File: src/shared/cmpc_pkg.sv
// Overview of operation
// - Reference select one compares the plus input against the internal fixed reference.
// - In stop, deep stop and high-speed halt no sampling happens.
// - Interrupts are blocked for a bounded window around low-power entry and return.
// - High-speed sampling with the high oscillator disabled gives no sampling.
// - Result reads one when plus input exceeds the selected reference, else zero.
// - Enable bit one starts comparator operation, zero stops it.
// - Clearing enable freezes the result bit at its current value.
// - The selected edge on the comparison result raises a comparator interrupt request.
// - Edge select: 00 none, 01 falling, 10 rising, 11 both.
// - Sample select: 00 none, 01 high-speed, 10 low-speed, 11 none.
// - Divider codes 000 to 110 divide by 1 to 64, 111 divides by one.
// - Control register: enable at bit 0, read-only result at bit 1, reset zero.
package cmpc_pkg;

    // Register indices; byte address is four times the index
    localparam logic [15:0] CTRL_IDX      = 16'hF840;
    localparam logic [15:0] RSVD_IDX      = 16'hF841;
    localparam logic [15:0] MODE_LO_IDX   = 16'hF842;
    localparam logic [15:0] MODE_HI_IDX   = 16'hF843;

    localparam int CTRL_EN_BIT     = 0;
    localparam int CTRL_RES_BIT    = 1;
    localparam int MODE_EDGE_LSB   = 0;
    localparam int MODE_SRC_LSB    = 2;
    localparam int MODE_DIV_LSB    = 4;
    localparam int MODE_VREF_BIT   = 8;

    localparam logic [1:0] EDGE_NONE = 2'h0;
    localparam logic [1:0] EDGE_FALL = 2'h1;
    localparam logic [1:0] EDGE_RISE = 2'h2;
    localparam logic [1:0] EDGE_BOTH = 2'h3;

    localparam logic [1:0] SRC_NONE  = 2'h0;
    localparam logic [1:0] SRC_HIGH  = 2'h1;
    localparam logic [1:0] SRC_LOW   = 2'h2;

    localparam logic [2:0] DIV_MAX_CODE = 3'h6;

    localparam logic [1:0] RESP_OKAY   = 2'h0;
    localparam logic [1:0] RESP_SLVERR = 2'h2;

    localparam logic [15:0] MODE_RESET = 16'h0000;
    localparam logic [7:0]  CTRL_RESET = 8'h00;

    localparam int CLK_PERIOD_NS     = 50;
    localparam int ENTER_WIN_NS      = 30000;
    localparam int EXIT_LS_WIN_NS    = 250000;
    localparam int EXIT_HS_WIN_NS    = 2500000;
    // Longest times, so they round down
    localparam int ENTER_WIN_CYC     = ENTER_WIN_NS / CLK_PERIOD_NS;
    localparam int EXIT_LS_WIN_CYC   = EXIT_LS_WIN_NS / CLK_PERIOD_NS;
    localparam int EXIT_HS_WIN_CYC   = EXIT_HS_WIN_NS / CLK_PERIOD_NS;
    localparam int WIN_W             = 16;

    typedef enum logic [1:0] {
        CMPC_PWR_RUN   = 2'b00,
        CMPC_PWR_ENTER = 2'b01,
        CMPC_PWR_LOW   = 2'b11,
        CMPC_PWR_EXIT  = 2'b10
    } cmpc_pwr_e;

endpackage

File: src/core/cmpc_sample_div.sv
`timescale 1ns/1ps
`default_nettype none

module cmpc_sample_div #(
    parameter int CNT_W = 6
) (
    input  wire logic       clk_sys,
    input  wire logic       srst,
    input  wire logic       run,
    input  wire logic       src_tick,
    input  wire logic [2:0] div_sel,
    output logic            sample_strobe
);

    typedef struct packed {
        logic [CNT_W-1:0] cnt;
    } cmpc_div_s;

    cmpc_div_s        s_q;
    cmpc_div_s        s_d;
    logic [CNT_W-1:0] last_cnt;

    always_comb begin
        // Code 111 falls back to divide by one
        if (div_sel > cmpc_pkg::DIV_MAX_CODE) begin
            last_cnt = '0;
        end else begin
            last_cnt = CNT_W'((1 << div_sel) - 1);
        end
        s_d = s_q;
        sample_strobe = 1'b0;
        if (!run) begin
            s_d.cnt = '0;
        end else if (src_tick) begin
            if (s_q.cnt >= last_cnt) begin
                s_d.cnt = '0;
                sample_strobe = 1'b1;
            end else begin
                s_d.cnt = s_q.cnt + CNT_W'(1);
            end
        end
    end

    always_ff @(posedge clk_sys) begin
        if (srst) begin
            s_q <= '0;
        end else begin
            s_q <= s_d;
        end
    end

endmodule

`default_nettype wire

File: src/core/cmpc_top.sv
// Added by the designer: register access over AXI4-Lite and the address map.
`timescale 1ns/1ps
`default_nettype none

module cmpc_top #(
    parameter int ADDR_W          = 18,
    parameter int EXIT_LS_WIN_CYC = cmpc_pkg::EXIT_LS_WIN_CYC,
    parameter int EXIT_HS_WIN_CYC = cmpc_pkg::EXIT_HS_WIN_CYC
) (
    input  wire logic              clk_sys,
    input  wire logic              srst,
    input  wire logic [ADDR_W-1:0] s_axi_awaddr,
    input  wire logic              s_axi_awvalid,
    output logic                   s_axi_awready,
    input  wire logic [31:0]       s_axi_wdata,
    input  wire logic [3:0]        s_axi_wstrb,
    input  wire logic              s_axi_wvalid,
    output logic                   s_axi_wready,
    output logic [1:0]             s_axi_bresp,
    output logic                   s_axi_bvalid,
    input  wire logic              s_axi_bready,
    input  wire logic [ADDR_W-1:0] s_axi_araddr,
    input  wire logic              s_axi_arvalid,
    output logic                   s_axi_arready,
    output logic [31:0]            s_axi_rdata,
    output logic [1:0]             s_axi_rresp,
    output logic                   s_axi_rvalid,
    input  wire logic              s_axi_rready,
    input  wire logic              compare_raw,
    input  wire logic              high_speed_clock_tick,
    input  wire logic              low_speed_clock_tick,
    input  wire logic              high_osc_enable,
    input  wire logic              low_power_mode,
    input  wire logic              cpu_on_high_clock,
    output logic                   compare_enable,
    output logic                   ref_source_select,
    output logic                   compare_result,
    output logic                   compare_irq
);

    localparam int WW = cmpc_pkg::WIN_W;

    typedef struct packed {
        logic              aw_got;
        logic [ADDR_W-1:0] aw_addr;
        logic              w_got;
        logic [31:0]       wdata;
        logic [3:0]        wstrb;
        logic              bvalid;
        logic [1:0]        bresp;
        logic              rvalid;
        logic [31:0]       rdata;
        logic [1:0]        rresp;
        logic              enable;
        logic              result;
        logic [1:0]        edge_sel;
        logic [1:0]        src_sel;
        logic [2:0]        div_sel;
        logic              vref_sel;
        logic              sync1;
        logic              sync2;
        logic              irq;
        cmpc_pkg::cmpc_pwr_e pwr;
        logic [WW-1:0]     win;
    } cmpc_state_s;

    cmpc_state_s   s_q;
    cmpc_state_s   s_d;
    logic          samp_active;
    logic          src_tick;
    logic          strobe;
    logic          new_result;
    logic          rise;
    logic          fall;
    logic          edge_hit;
    logic          irq_blocked;
    logic [15:0]   w_idx;
    logic [15:0]   r_idx;
    logic [WW-1:0] exit_cnt;

    // Sampling clock is gone in low power, and the high source needs its oscillator
    always_comb begin
        samp_active = 1'b0;
        src_tick = 1'b0;
        if (!low_power_mode) begin
            if (s_q.src_sel == cmpc_pkg::SRC_HIGH && high_osc_enable) begin
                samp_active = 1'b1;
                src_tick = high_speed_clock_tick;
            end else if (s_q.src_sel == cmpc_pkg::SRC_LOW) begin
                samp_active = 1'b1;
                src_tick = low_speed_clock_tick;
            end
        end
    end

    cmpc_sample_div #(
        .CNT_W (6)
    ) u_div (
        .clk_sys       (clk_sys),
        .srst          (srst),
        .run           (s_q.enable && samp_active),
        .src_tick      (src_tick),
        .div_sel       (s_q.div_sel),
        .sample_strobe (strobe)
    );

    assign s_axi_awready = !s_q.aw_got && !s_q.bvalid;
    assign s_axi_wready  = !s_q.w_got && !s_q.bvalid;
    assign s_axi_arready = !s_q.rvalid;
    assign w_idx = s_q.aw_addr[17:2];
    assign r_idx = s_axi_araddr[17:2];
    assign exit_cnt = cpu_on_high_clock ? WW'(EXIT_HS_WIN_CYC) : WW'(EXIT_LS_WIN_CYC);
    assign irq_blocked = (s_q.pwr == cmpc_pkg::CMPC_PWR_ENTER)
                      || (s_q.pwr == cmpc_pkg::CMPC_PWR_EXIT);

    always_comb begin
        s_d = s_q;
        s_d.irq = 1'b0;
        s_d.sync1 = compare_raw;
        s_d.sync2 = s_q.sync1;

        // Result takes the sampled value on a strobe, the raw one with no sample source, and holds when disabled
        new_result = s_q.result;
        if (s_q.enable) begin
            // High source without its oscillator falls back to detection without sampling
            if ((s_q.src_sel == cmpc_pkg::SRC_HIGH && high_osc_enable)
                    || s_q.src_sel == cmpc_pkg::SRC_LOW) begin
                if (strobe) begin
                    new_result = s_q.sync2;
                end
            end else begin
                new_result = s_q.sync2;
            end
        end
        s_d.result = new_result;
        rise = new_result && !s_q.result;
        fall = !new_result && s_q.result;
        case (s_q.edge_sel)
            cmpc_pkg::EDGE_FALL: edge_hit = fall;
            cmpc_pkg::EDGE_RISE: edge_hit = rise;
            cmpc_pkg::EDGE_BOTH: edge_hit = rise || fall;
            default:             edge_hit = 1'b0;
        endcase
        s_d.irq = edge_hit && !irq_blocked;

        // Interrupt blocking windows around low-power transitions
        case (s_q.pwr)
            cmpc_pkg::CMPC_PWR_RUN: begin
                if (low_power_mode) begin
                    s_d.pwr = cmpc_pkg::CMPC_PWR_ENTER;
                    s_d.win = WW'(cmpc_pkg::ENTER_WIN_CYC);
                end
            end
            cmpc_pkg::CMPC_PWR_ENTER: begin
                if (!low_power_mode) begin
                    s_d.pwr = cmpc_pkg::CMPC_PWR_EXIT;
                    s_d.win = exit_cnt;
                end else if (s_q.win <= WW'(1)) begin
                    s_d.pwr = cmpc_pkg::CMPC_PWR_LOW;
                end else begin
                    s_d.win = s_q.win - WW'(1);
                end
            end
            cmpc_pkg::CMPC_PWR_LOW: begin
                if (!low_power_mode) begin
                    s_d.pwr = cmpc_pkg::CMPC_PWR_EXIT;
                    s_d.win = exit_cnt;
                end
            end
            default: begin
                if (low_power_mode) begin
                    s_d.pwr = cmpc_pkg::CMPC_PWR_ENTER;
                    s_d.win = WW'(cmpc_pkg::ENTER_WIN_CYC);
                end else if (s_q.win <= WW'(1)) begin
                    s_d.pwr = cmpc_pkg::CMPC_PWR_RUN;
                end else begin
                    s_d.win = s_q.win - WW'(1);
                end
            end
        endcase

        // Write channel: address and data may arrive in either order
        if (s_axi_awvalid && s_axi_awready) begin
            s_d.aw_got = 1'b1;
            s_d.aw_addr = s_axi_awaddr;
        end
        if (s_axi_wvalid && s_axi_wready) begin
            s_d.w_got = 1'b1;
            s_d.wdata = s_axi_wdata;
            s_d.wstrb = s_axi_wstrb;
        end
        if (s_q.bvalid && s_axi_bready) begin
            s_d.bvalid = 1'b0;
        end
        if (s_q.aw_got && s_q.w_got) begin
            s_d.aw_got = 1'b0;
            s_d.w_got = 1'b0;
            s_d.bvalid = 1'b1;
            s_d.bresp = cmpc_pkg::RESP_OKAY;
            if (w_idx == cmpc_pkg::CTRL_IDX) begin
                if (s_q.wstrb[0]) begin
                    s_d.enable = s_q.wdata[cmpc_pkg::CTRL_EN_BIT];
                end
            end else if (w_idx == cmpc_pkg::MODE_LO_IDX) begin
                // Mode writes while enabled are accepted; their effect is unguaranteed
                if (s_q.wstrb[0]) begin
                    s_d.edge_sel = s_q.wdata[cmpc_pkg::MODE_EDGE_LSB +: 2];
                    s_d.src_sel = s_q.wdata[cmpc_pkg::MODE_SRC_LSB +: 2];
                    s_d.div_sel = s_q.wdata[cmpc_pkg::MODE_DIV_LSB +: 3];
                end
                if (s_q.wstrb[1]) begin
                    s_d.vref_sel = s_q.wdata[cmpc_pkg::MODE_VREF_BIT];
                end
            end else if (w_idx == cmpc_pkg::MODE_HI_IDX) begin
                if (s_q.wstrb[0]) begin
                    s_d.vref_sel = s_q.wdata[0];
                end
            end else if (w_idx != cmpc_pkg::RSVD_IDX) begin
                s_d.bresp = cmpc_pkg::RESP_SLVERR;
            end
        end

        // Read channel
        if (s_q.rvalid && s_axi_rready) begin
            s_d.rvalid = 1'b0;
        end
        if (s_axi_arvalid && s_axi_arready) begin
            s_d.rvalid = 1'b1;
            s_d.rdata = '0;
            s_d.rresp = cmpc_pkg::RESP_OKAY;
            if (r_idx == cmpc_pkg::CTRL_IDX) begin
                s_d.rdata[cmpc_pkg::CTRL_EN_BIT] = s_q.enable;
                s_d.rdata[cmpc_pkg::CTRL_RES_BIT] = s_q.result;
            end else if (r_idx == cmpc_pkg::MODE_LO_IDX) begin
                s_d.rdata[cmpc_pkg::MODE_EDGE_LSB +: 2] = s_q.edge_sel;
                s_d.rdata[cmpc_pkg::MODE_SRC_LSB +: 2] = s_q.src_sel;
                s_d.rdata[cmpc_pkg::MODE_DIV_LSB +: 3] = s_q.div_sel;
                s_d.rdata[cmpc_pkg::MODE_VREF_BIT] = s_q.vref_sel;
            end else if (r_idx == cmpc_pkg::MODE_HI_IDX) begin
                s_d.rdata[0] = s_q.vref_sel;
            end else if (r_idx != cmpc_pkg::RSVD_IDX) begin
                s_d.rresp = cmpc_pkg::RESP_SLVERR;
            end
        end
    end

    always_ff @(posedge clk_sys) begin
        if (srst) begin
            s_q <= '0;
            s_q.pwr <= cmpc_pkg::CMPC_PWR_RUN;
        end else begin
            s_q <= s_d;
        end
    end

    assign s_axi_bvalid      = s_q.bvalid;
    assign s_axi_bresp       = s_q.bresp;
    assign s_axi_rvalid      = s_q.rvalid;
    assign s_axi_rdata       = s_q.rdata;
    assign s_axi_rresp       = s_q.rresp;
    assign compare_enable    = s_q.enable;
    assign ref_source_select = s_q.vref_sel;
    assign compare_result    = s_q.result;
    assign compare_irq       = s_q.irq;

endmodule

`default_nettype wire

File: config.mk
export PLATFORM = sky130hd
export DESIGN_NAME = cmpc_top
export DESIGN_NICKNAME = d
export VERILOG_FILES = /design/src/shared/cmpc_pkg.sv /design/src/core/cmpc_sample_div.sv /design/src/core/cmpc_top.sv
export SDC_FILE = /design/constraint.sdc
export NUM_CORES = 1
export LEC_CHECK = 0
export ABC_CLOCK_PERIOD_IN_PS = 5300
export BUFFER_PORTS_ARGS = -buffer_cell sky130_fd_sc_hd__clkbuf_2
export CORE_ASPECT_RATIO = 2
export CORE_UTILIZATION = 55
export DETAILED_ROUTE_END_ITERATION = 16
export PLACE_DENSITY_LB_ADDON = 0.1
export SETUP_SLACK_MARGIN = 0.4
export SLEW_MARGIN = 20
export SYNTH_ARGS = -nofsm -noshare
export SYNTH_HDL_FRONTEND = slang
export SYNTH_SLANG_ARGS = --single-unit
File: constraint.sdc
create_clock -name clk_sys -period 5.3 [get_ports clk_sys]
set_input_delay 0.265 -clock clk_sys [delete_from_list [all_inputs] [get_ports clk_sys]]
set_output_delay 0.265 -clock clk_sys [all_outputs]
set_load 0.005 [all_outputs]
* Yosys cells after proc, flatten, opt, wreduce, memory -nomap -nowiden
Cells that the tools add are included.
** Storage, ports and cells
- Bits in writable memories :: 0
- Register bits after elaboration :: 82
- Latch bits :: 0
- Bits in read-only memories :: 0
- Logic and storage cells :: 134
- Memories :: 0
- Bits of input ports :: 85
- Output and inout bits :: 45
** Operators by class
- Add/subtract/negate cells :: 3
- Magnitude comparators :: 3
- Equality and inequality tests :: 20
- Reductions and logical operators :: 36
- Divide/modulo/power cells :: 0
- Multiply operators :: 0
- Bitwise logic cells :: 2
- Muxes and demuxes :: 47
- Shift-type cells :: 1
** Operators with widths (number)
- 16-bit equality test, second input constant :: 6
- 18-bit 2-to-1 mux :: 4
- 18-bit one-hot mux with 3 select lines :: 1
- 35-bit 2-to-1 mux :: 1
- 16-bit 2-to-1 mux :: 2
- 16-bit != test, second input constant :: 2
- 1-bit 2-to-1 mux :: 22
- 2-bit 2-to-1 mux :: 11
- 6-bit 2-to-1 mux :: 3
- 16-bit by 1-bit <= comparator with 1-bit output, second input constant :: 1
- 16-bit by 1-bit subtractor with 16-bit output, second input constant :: 1
- 1-bit logical AND :: 13
- 2-bit equality test, second input constant :: 5
- 4-bit AND reduction :: 2
- 2-bit nonzero test :: 4
- 1-bit logical NOT :: 7
- 6-bit by 1-bit adder with 6-bit output, second input constant :: 1
- 2-bit by 1-bit equality test with 1-bit output, second input constant :: 3
- 6-bit >= comparator :: 1
- 2-bit != test, second input constant :: 3
- 1-bit by 3-bit left shift with 6-bit output, first input constant :: 1
- 6-bit by 2-bit subtractor with 6-bit output, second input constant :: 1
- 5-bit 2-to-1 mux :: 1
- 5-bit AND reduction :: 1
- other kinds (11) :: 15

* Depth between registers and ports, before layout
- Word-level depth :: 15
- Depth in mapped cells :: 20
- Depth with buffers taken out :: 19

* Cells and area by module
Synthesis repeated with hierarchy kept, for this count alone.
** Second synthesis, totals
- Cell total of the unflattened synthesis :: 508
- Area total of the unflattened synthesis :: 4201.5 µm²
** Modules (own cells, without submodules)
- cmpc_top :: seq. area each 1421.4 µm², area each 3713.6 µm², cells each 456, times used 1
- cmpc_sample_div :: seq. area each 120.1 µm², area each 488.0 µm², cells each 52, times used 1

* Least setup slack after synthesis
Ideal clock, no wire load.
- Path type :: flip-flop to flip-flop
- Start point :: reg s_q[22] (netlist name)
- End point :: reg s_q, in the netlist compare_irq
- Library setup time :: 86 ps
- Required time :: 5214 ps
- Stages on the path, launching flop included :: 20
- Path buffers :: 1
- Arrival :: 3330 ps
- Period minus slack after synthesis :: 3416 ps
- Path slack :: 1884 ps
- Path through :: dfxtp_1 clkbuf_8 nor3_1 inv_1 ha_1 nor2b_1 mux2i_1 nor2_1 a21oi_1 ha_1 a21oi_1 o21ai_0 a221oi_1 o21ai_0 nand2_1 mux2_2 ha_1 mux2i_1 nand2_1 a211oi_1
** On the way
- Cells in the longest elaborated chain, start to end :: 15
- Elaborated cells on any way between the ends :: 17
- Those cells by class :: 1 x add/sub; 2 x order compare; 1 x shift; 8 x mux; 5 x reduce/logical
** RTL lines
- from (decl) :: RTL line cmpc_top.sv:67 : cmpc_state_s s_q;
- 1-bit by 3-bit left shift with 6-bit output :: RTL line cmpc_sample_div.sv:28 : last_cnt = CNT_W'((1 << div_sel) - 1);
- 6-bit by 2-bit subtractor with 6-bit output :: RTL line cmpc_sample_div.sv:28
- 6-bit 2-to-1 mux (*) :: RTL line cmpc_sample_div.sv:25 : if (div_sel > cmpc_pkg::DIV_MAX_CODE) begin
- 6-bit >= comparator (*) :: RTL line cmpc_sample_div.sv:35 : if (s_q.cnt >= last_cnt) begin
- 1-bit 2-to-1 mux (*) :: RTL line cmpc_sample_div.sv:35
- 1-bit 2-to-1 mux (*) :: RTL line cmpc_sample_div.sv:34 : end else if (src_tick) begin
- 1-bit 2-to-1 mux (*) :: RTL line cmpc_sample_div.sv:32 : if (!run) begin
- 1-bit 2-to-1 mux (*) :: RTL line cmpc_top.sv:128 : if (strobe) begin
- 1-bit 2-to-1 mux (*) :: RTL line cmpc_top.sv:126 : if ((s_q.src_sel == cmpc_pkg::SRC_HIGH && high_osc_enable)
- 1-bit 2-to-1 mux (*) :: RTL line cmpc_top.sv:124 : if (s_q.enable) begin
- 1-bit logical NOT :: RTL line cmpc_top.sv:137 : fall = !new_result && s_q.result;
- 1-bit logical AND :: RTL line cmpc_top.sv:137
- 1-bit logical OR :: RTL line cmpc_top.sv:141 : cmpc_pkg::EDGE_BOTH: edge_hit = rise || fall;
- 1-bit one-hot mux with 3 select lines (*) :: RTL line cmpc_top.sv:138 : case (s_q.edge_sel)
- 1-bit logical AND (*) :: RTL line cmpc_top.sv:144 : s_d.irq = edge_hit && !irq_blocked;
Every way passes the cells marked *; elsewhere a longest branch is shown, timed or not.
A chain may end at the register's enable or synchronous reset.

* Worst setup path after layout
- Start point :: reg s_q[24] (netlist name)
- End point :: reg s_q, in the netlist compare_irq
Same word-level chain as after synthesis.

==> metrics.md <==
| Metric | Value |
|---|---|
| Outcome | `finished, final reports clean` |
| Final hold slack | `~0.11 ns` |
| Pre-CTS WS | `1.51 ns` |
| Drt wl/cell | `14.1 µm` |
| Final min period | `3.79 ns` |
| # diodes | `0` |
| Setup CP Type | `reg -> reg` |
| Starting Density | `0.574` |
| Pwr Total | `about 2100 µW` |
| Row Count | `44` |
| CTS tree | `done` |
| Netlist Area Pre-Place | `0.00424 mm²` |
| Worst skew pair latency | `0.33 ns` |
| Worst hold-check path type | `in -> reg` |
| Routed Antenna Nets | `0` |
| Crit path max fanout | `9` |
| Yosys reg bits | `77` |
| First-pass GRT wire length | `15200 µm` |
| Commonest cells after routing, fill and taps aside | `81 x nand2_1, 77 x dfxtp_1, 73 x clkbuf_2` |
| DIE WIDTH | `roughly 64 µm` |
| Setup-failing EPs final | `0` |
| Fmax | `264 MHz` |
| Largest net degree at the start of global routing | `65` |
| Share of the synthesized area in the top cell type | `0.364` |
| Number of global-route vias before repair | `3561` |
| P_leak | `0.00200 µW` |
| Final setup skew | `0.00437 ns` |
| Post-Place Cells | `656` |
| Nets@finish | `675` |
| Register area | `0.00154 mm²` |
| TNS Setup | `0 ns` |
| Cells after Synth | `522` |
| Worst VDD drop | `0.000289 V` |
| Clock buffer count from CTS | `9` |
| Clock Sink Count | `77` |
| Clock H-tree levels | `3` |
| Layout cells sized above 1 | `0.181` |
| Yosys cell types | `62` |
| IO Count | `130` |
| Final hold vios | `0` |
| Total grt overflow | `0` |
| DRT iter0 DRCs | `194` |
| Worst Reg-to-Reg Cells | `18` |
| DRT Pass-1 Iters | `4` |
| Yosys top cell by area | `dfxtp_1` |
| Antenna violations before repair | `0` |
| DRC | `0` |
| Commonest non-fill, non-tap cell in the layout | `nand2_1` |
| WL final | `9430 µm` |
| Setup ws final | `1.51 ns` |
| Post-CTS Setup Bufs | `0` |
| Critical Path Source Type | `flip-flop` |
| Via density per instance | `5.54` |
| Gpl congestion | `0.849` |
| Slew headroom | `0.566` |
| Footprint of the multi-input gates | `0.00232 mm²` |
| Top cells by area, synth | `dfxtp_1 36%, nand2_1 7.2%, buf_4 6.4%` |
| Max Buffers Root-to-Sink | `2` |
| Filler cell count | `~680` |
| Main synth FF type | `dfxtp_1` |
| Power per Cell Area | `447 mW/mm²` |
| Arrival @ worst endpoint | `4.04 ns` |
| Worst EP required | `~5.6 ns` |
| Core area | `0.00738 mm²` |
| Post-synthesis sequential area ratio | `0.364` |
| Total GRT Usage | `0.243` |
| Post-route insts no fill | `between 600 and 700` |
| Root buf cell | `clkbuf_16` |
| Reg2reg start | `s_q[24]` |
| CTS Hold Buffers Added | `0` |
| Port buffer count | `73` |
| Slew @ Worst Pin | `between 0.6 and 0.7 ns` |
| Period utilization | `0.716` |
| Hold Crit Depth | `2` |
| Final max-slew violation count | `0` |
| Reg-to-reg setup timing slack | `1.51 ns` |
| Worst setup EP type | `flip-flop` |
| Ys async rst share | `0` |
| Vias | `~3700` |
| Yosys warnings | `0` |
| P&R area growth vs syn | `11.0%` |
| Reg clk slew, reported paths | `0.06 ns` |
| Avg Cell Area, Syn | `between 8 and 9 µm²` |
| Hold Startpoint | `s_axi_rready` |
| EDFF count, synth | `0` |
| Post-CTS resize count | `0` |
| Hold Path End | `s_axi_rvalid` |
| Die height | `approximately 130 µm` |
| RSZ-0062 raised after global routing | `false` |
| Die Footprint | `0.00808 mm²` |
| Post-DP HPWL | `7090 µm` |
| Worst reg2reg path endpoint | `compare_irq` |
| Max-cap viol count | `0` |
[synth_stat cells, drive strengths merged (3+ instances only)]
cell / n
mux2i: 15
a21oi: 51
nand4: 5
nand3: 7
nor4: 7
or3: 4
and2: 5
or4: 3
buf: 42
ha: 15
nor2b: 11
a22oi: 10
nor2: 53
and4: 5
dfxtp: 77
o21ai: 23
xor2: 8
clkbuf: 16
a31oi: 3
and3: 5
inv: 14
nand2: 81
nand3b: 6
nand2b: 5
nor3: 10
a211oi: 6
[power breakdown]
group | total, µW | internal, µW | switching (µW)
sequential | 714 | 646 | 68.1
combinational | 786 | 307 | 480
clock | 600 | 363 | 237
[cell type report]
cell class	instances	share of cell area
multi-input cells	398	0.494
flip-flops and latches	77	0.328
repair buffers	75	0.0809
clock buffers	10	0.0487
well taps	92	0.0245
clock inverters	5	0.0130
inverters	14	0.0112
[flip-flops by register name, summed over array words and instances (netlist names)]
| signal | flops |
|---|---|
| compare_result | 1 |
| compare_irq | 1 |
| u_div.s_q | 6 |
| s_axi_rresp | 1 |
| s_axi_rvalid | 1 |
| s_axi_rdata | 8 |
| s_axi_bresp | 1 |
| ref_source_select | 1 |
| s_d | 1 |
| s_q | 54 |
| compare_enable | 1 |
| s_axi_bvalid | 1 |
[worst max path at each step]
| stage | start | to | depth (start not counted) |
|---|---|---|---|
| final | s_q[24] | compare_irq | 18 |
| after global routing | s_q[24] | compare_irq | 18 |
| after CTS | s_q[24] | compare_irq | 18 |
| after detailed placement | s_q[24] | compare_irq | 18 |
| after global placement | s_q[24] | compare_irq | 18 |
| after floorplan | s_q[22] | compare_irq | 19 |
[critical path: stages, from the launching register on]
cell	delay, ns
dfxtp_1	0.40
nor3_1	0.27
inv_1	0.07
ha_1	0.22
nor2b_1	0.16
mux2i_1	0.09
nor2_1	0.10
a21oi_1	0.05
ha_1	0.29
a21oi_1	0.12
o21ai_0	0.09
a221oi_1	0.44
o21ai_0	0.24
nand2_1	0.15
mux2_2	0.34
ha_1	0.27
mux2i_1	0.13
nand2_1	0.07
a211oi_1	0.22
[stage by stage]
stage                util  instance area (µm²)
CTS                 0.638                 4700
floorplan               -                 4330
global placement    0.598                 4410
global route        0.638                 4700
finish              0.638                 4700
detailed placement  0.598                 4410
[layer usage]
| metal | wire length, µm | part of all wire | vias up | global-route usage |
|---|---|---|---|---|
| met5 | 0 | 0 | - | 0 |
| met4 | 463 | 0.049 | 0 | 0.160 |
| met3 | 251 | 0.027 | 33 | 0.0471 |
| met2 | 5270 | 0.56 | 84 | 0.457 |
| met1 | 3440 | 0.36 | 1741 | 0.227 |
| li1 | - | - | 1861 | - |
[logic make-up after synthesis]
kind of cell             Yosys count  synth area share
flip-flops                        77             0.364
AND/OR/NAND/NOR                  217             0.254
buffers and inverters             72             0.110
adder cells (fa/ha/maj)           15            0.0443
other                              1          0.000885
multiplexers                      16            0.0381
AO/OA/AOI/OAI                    115             0.170
XOR/XNOR                           9            0.0186
Note: power is estimated with default switching activity, not from simulation.
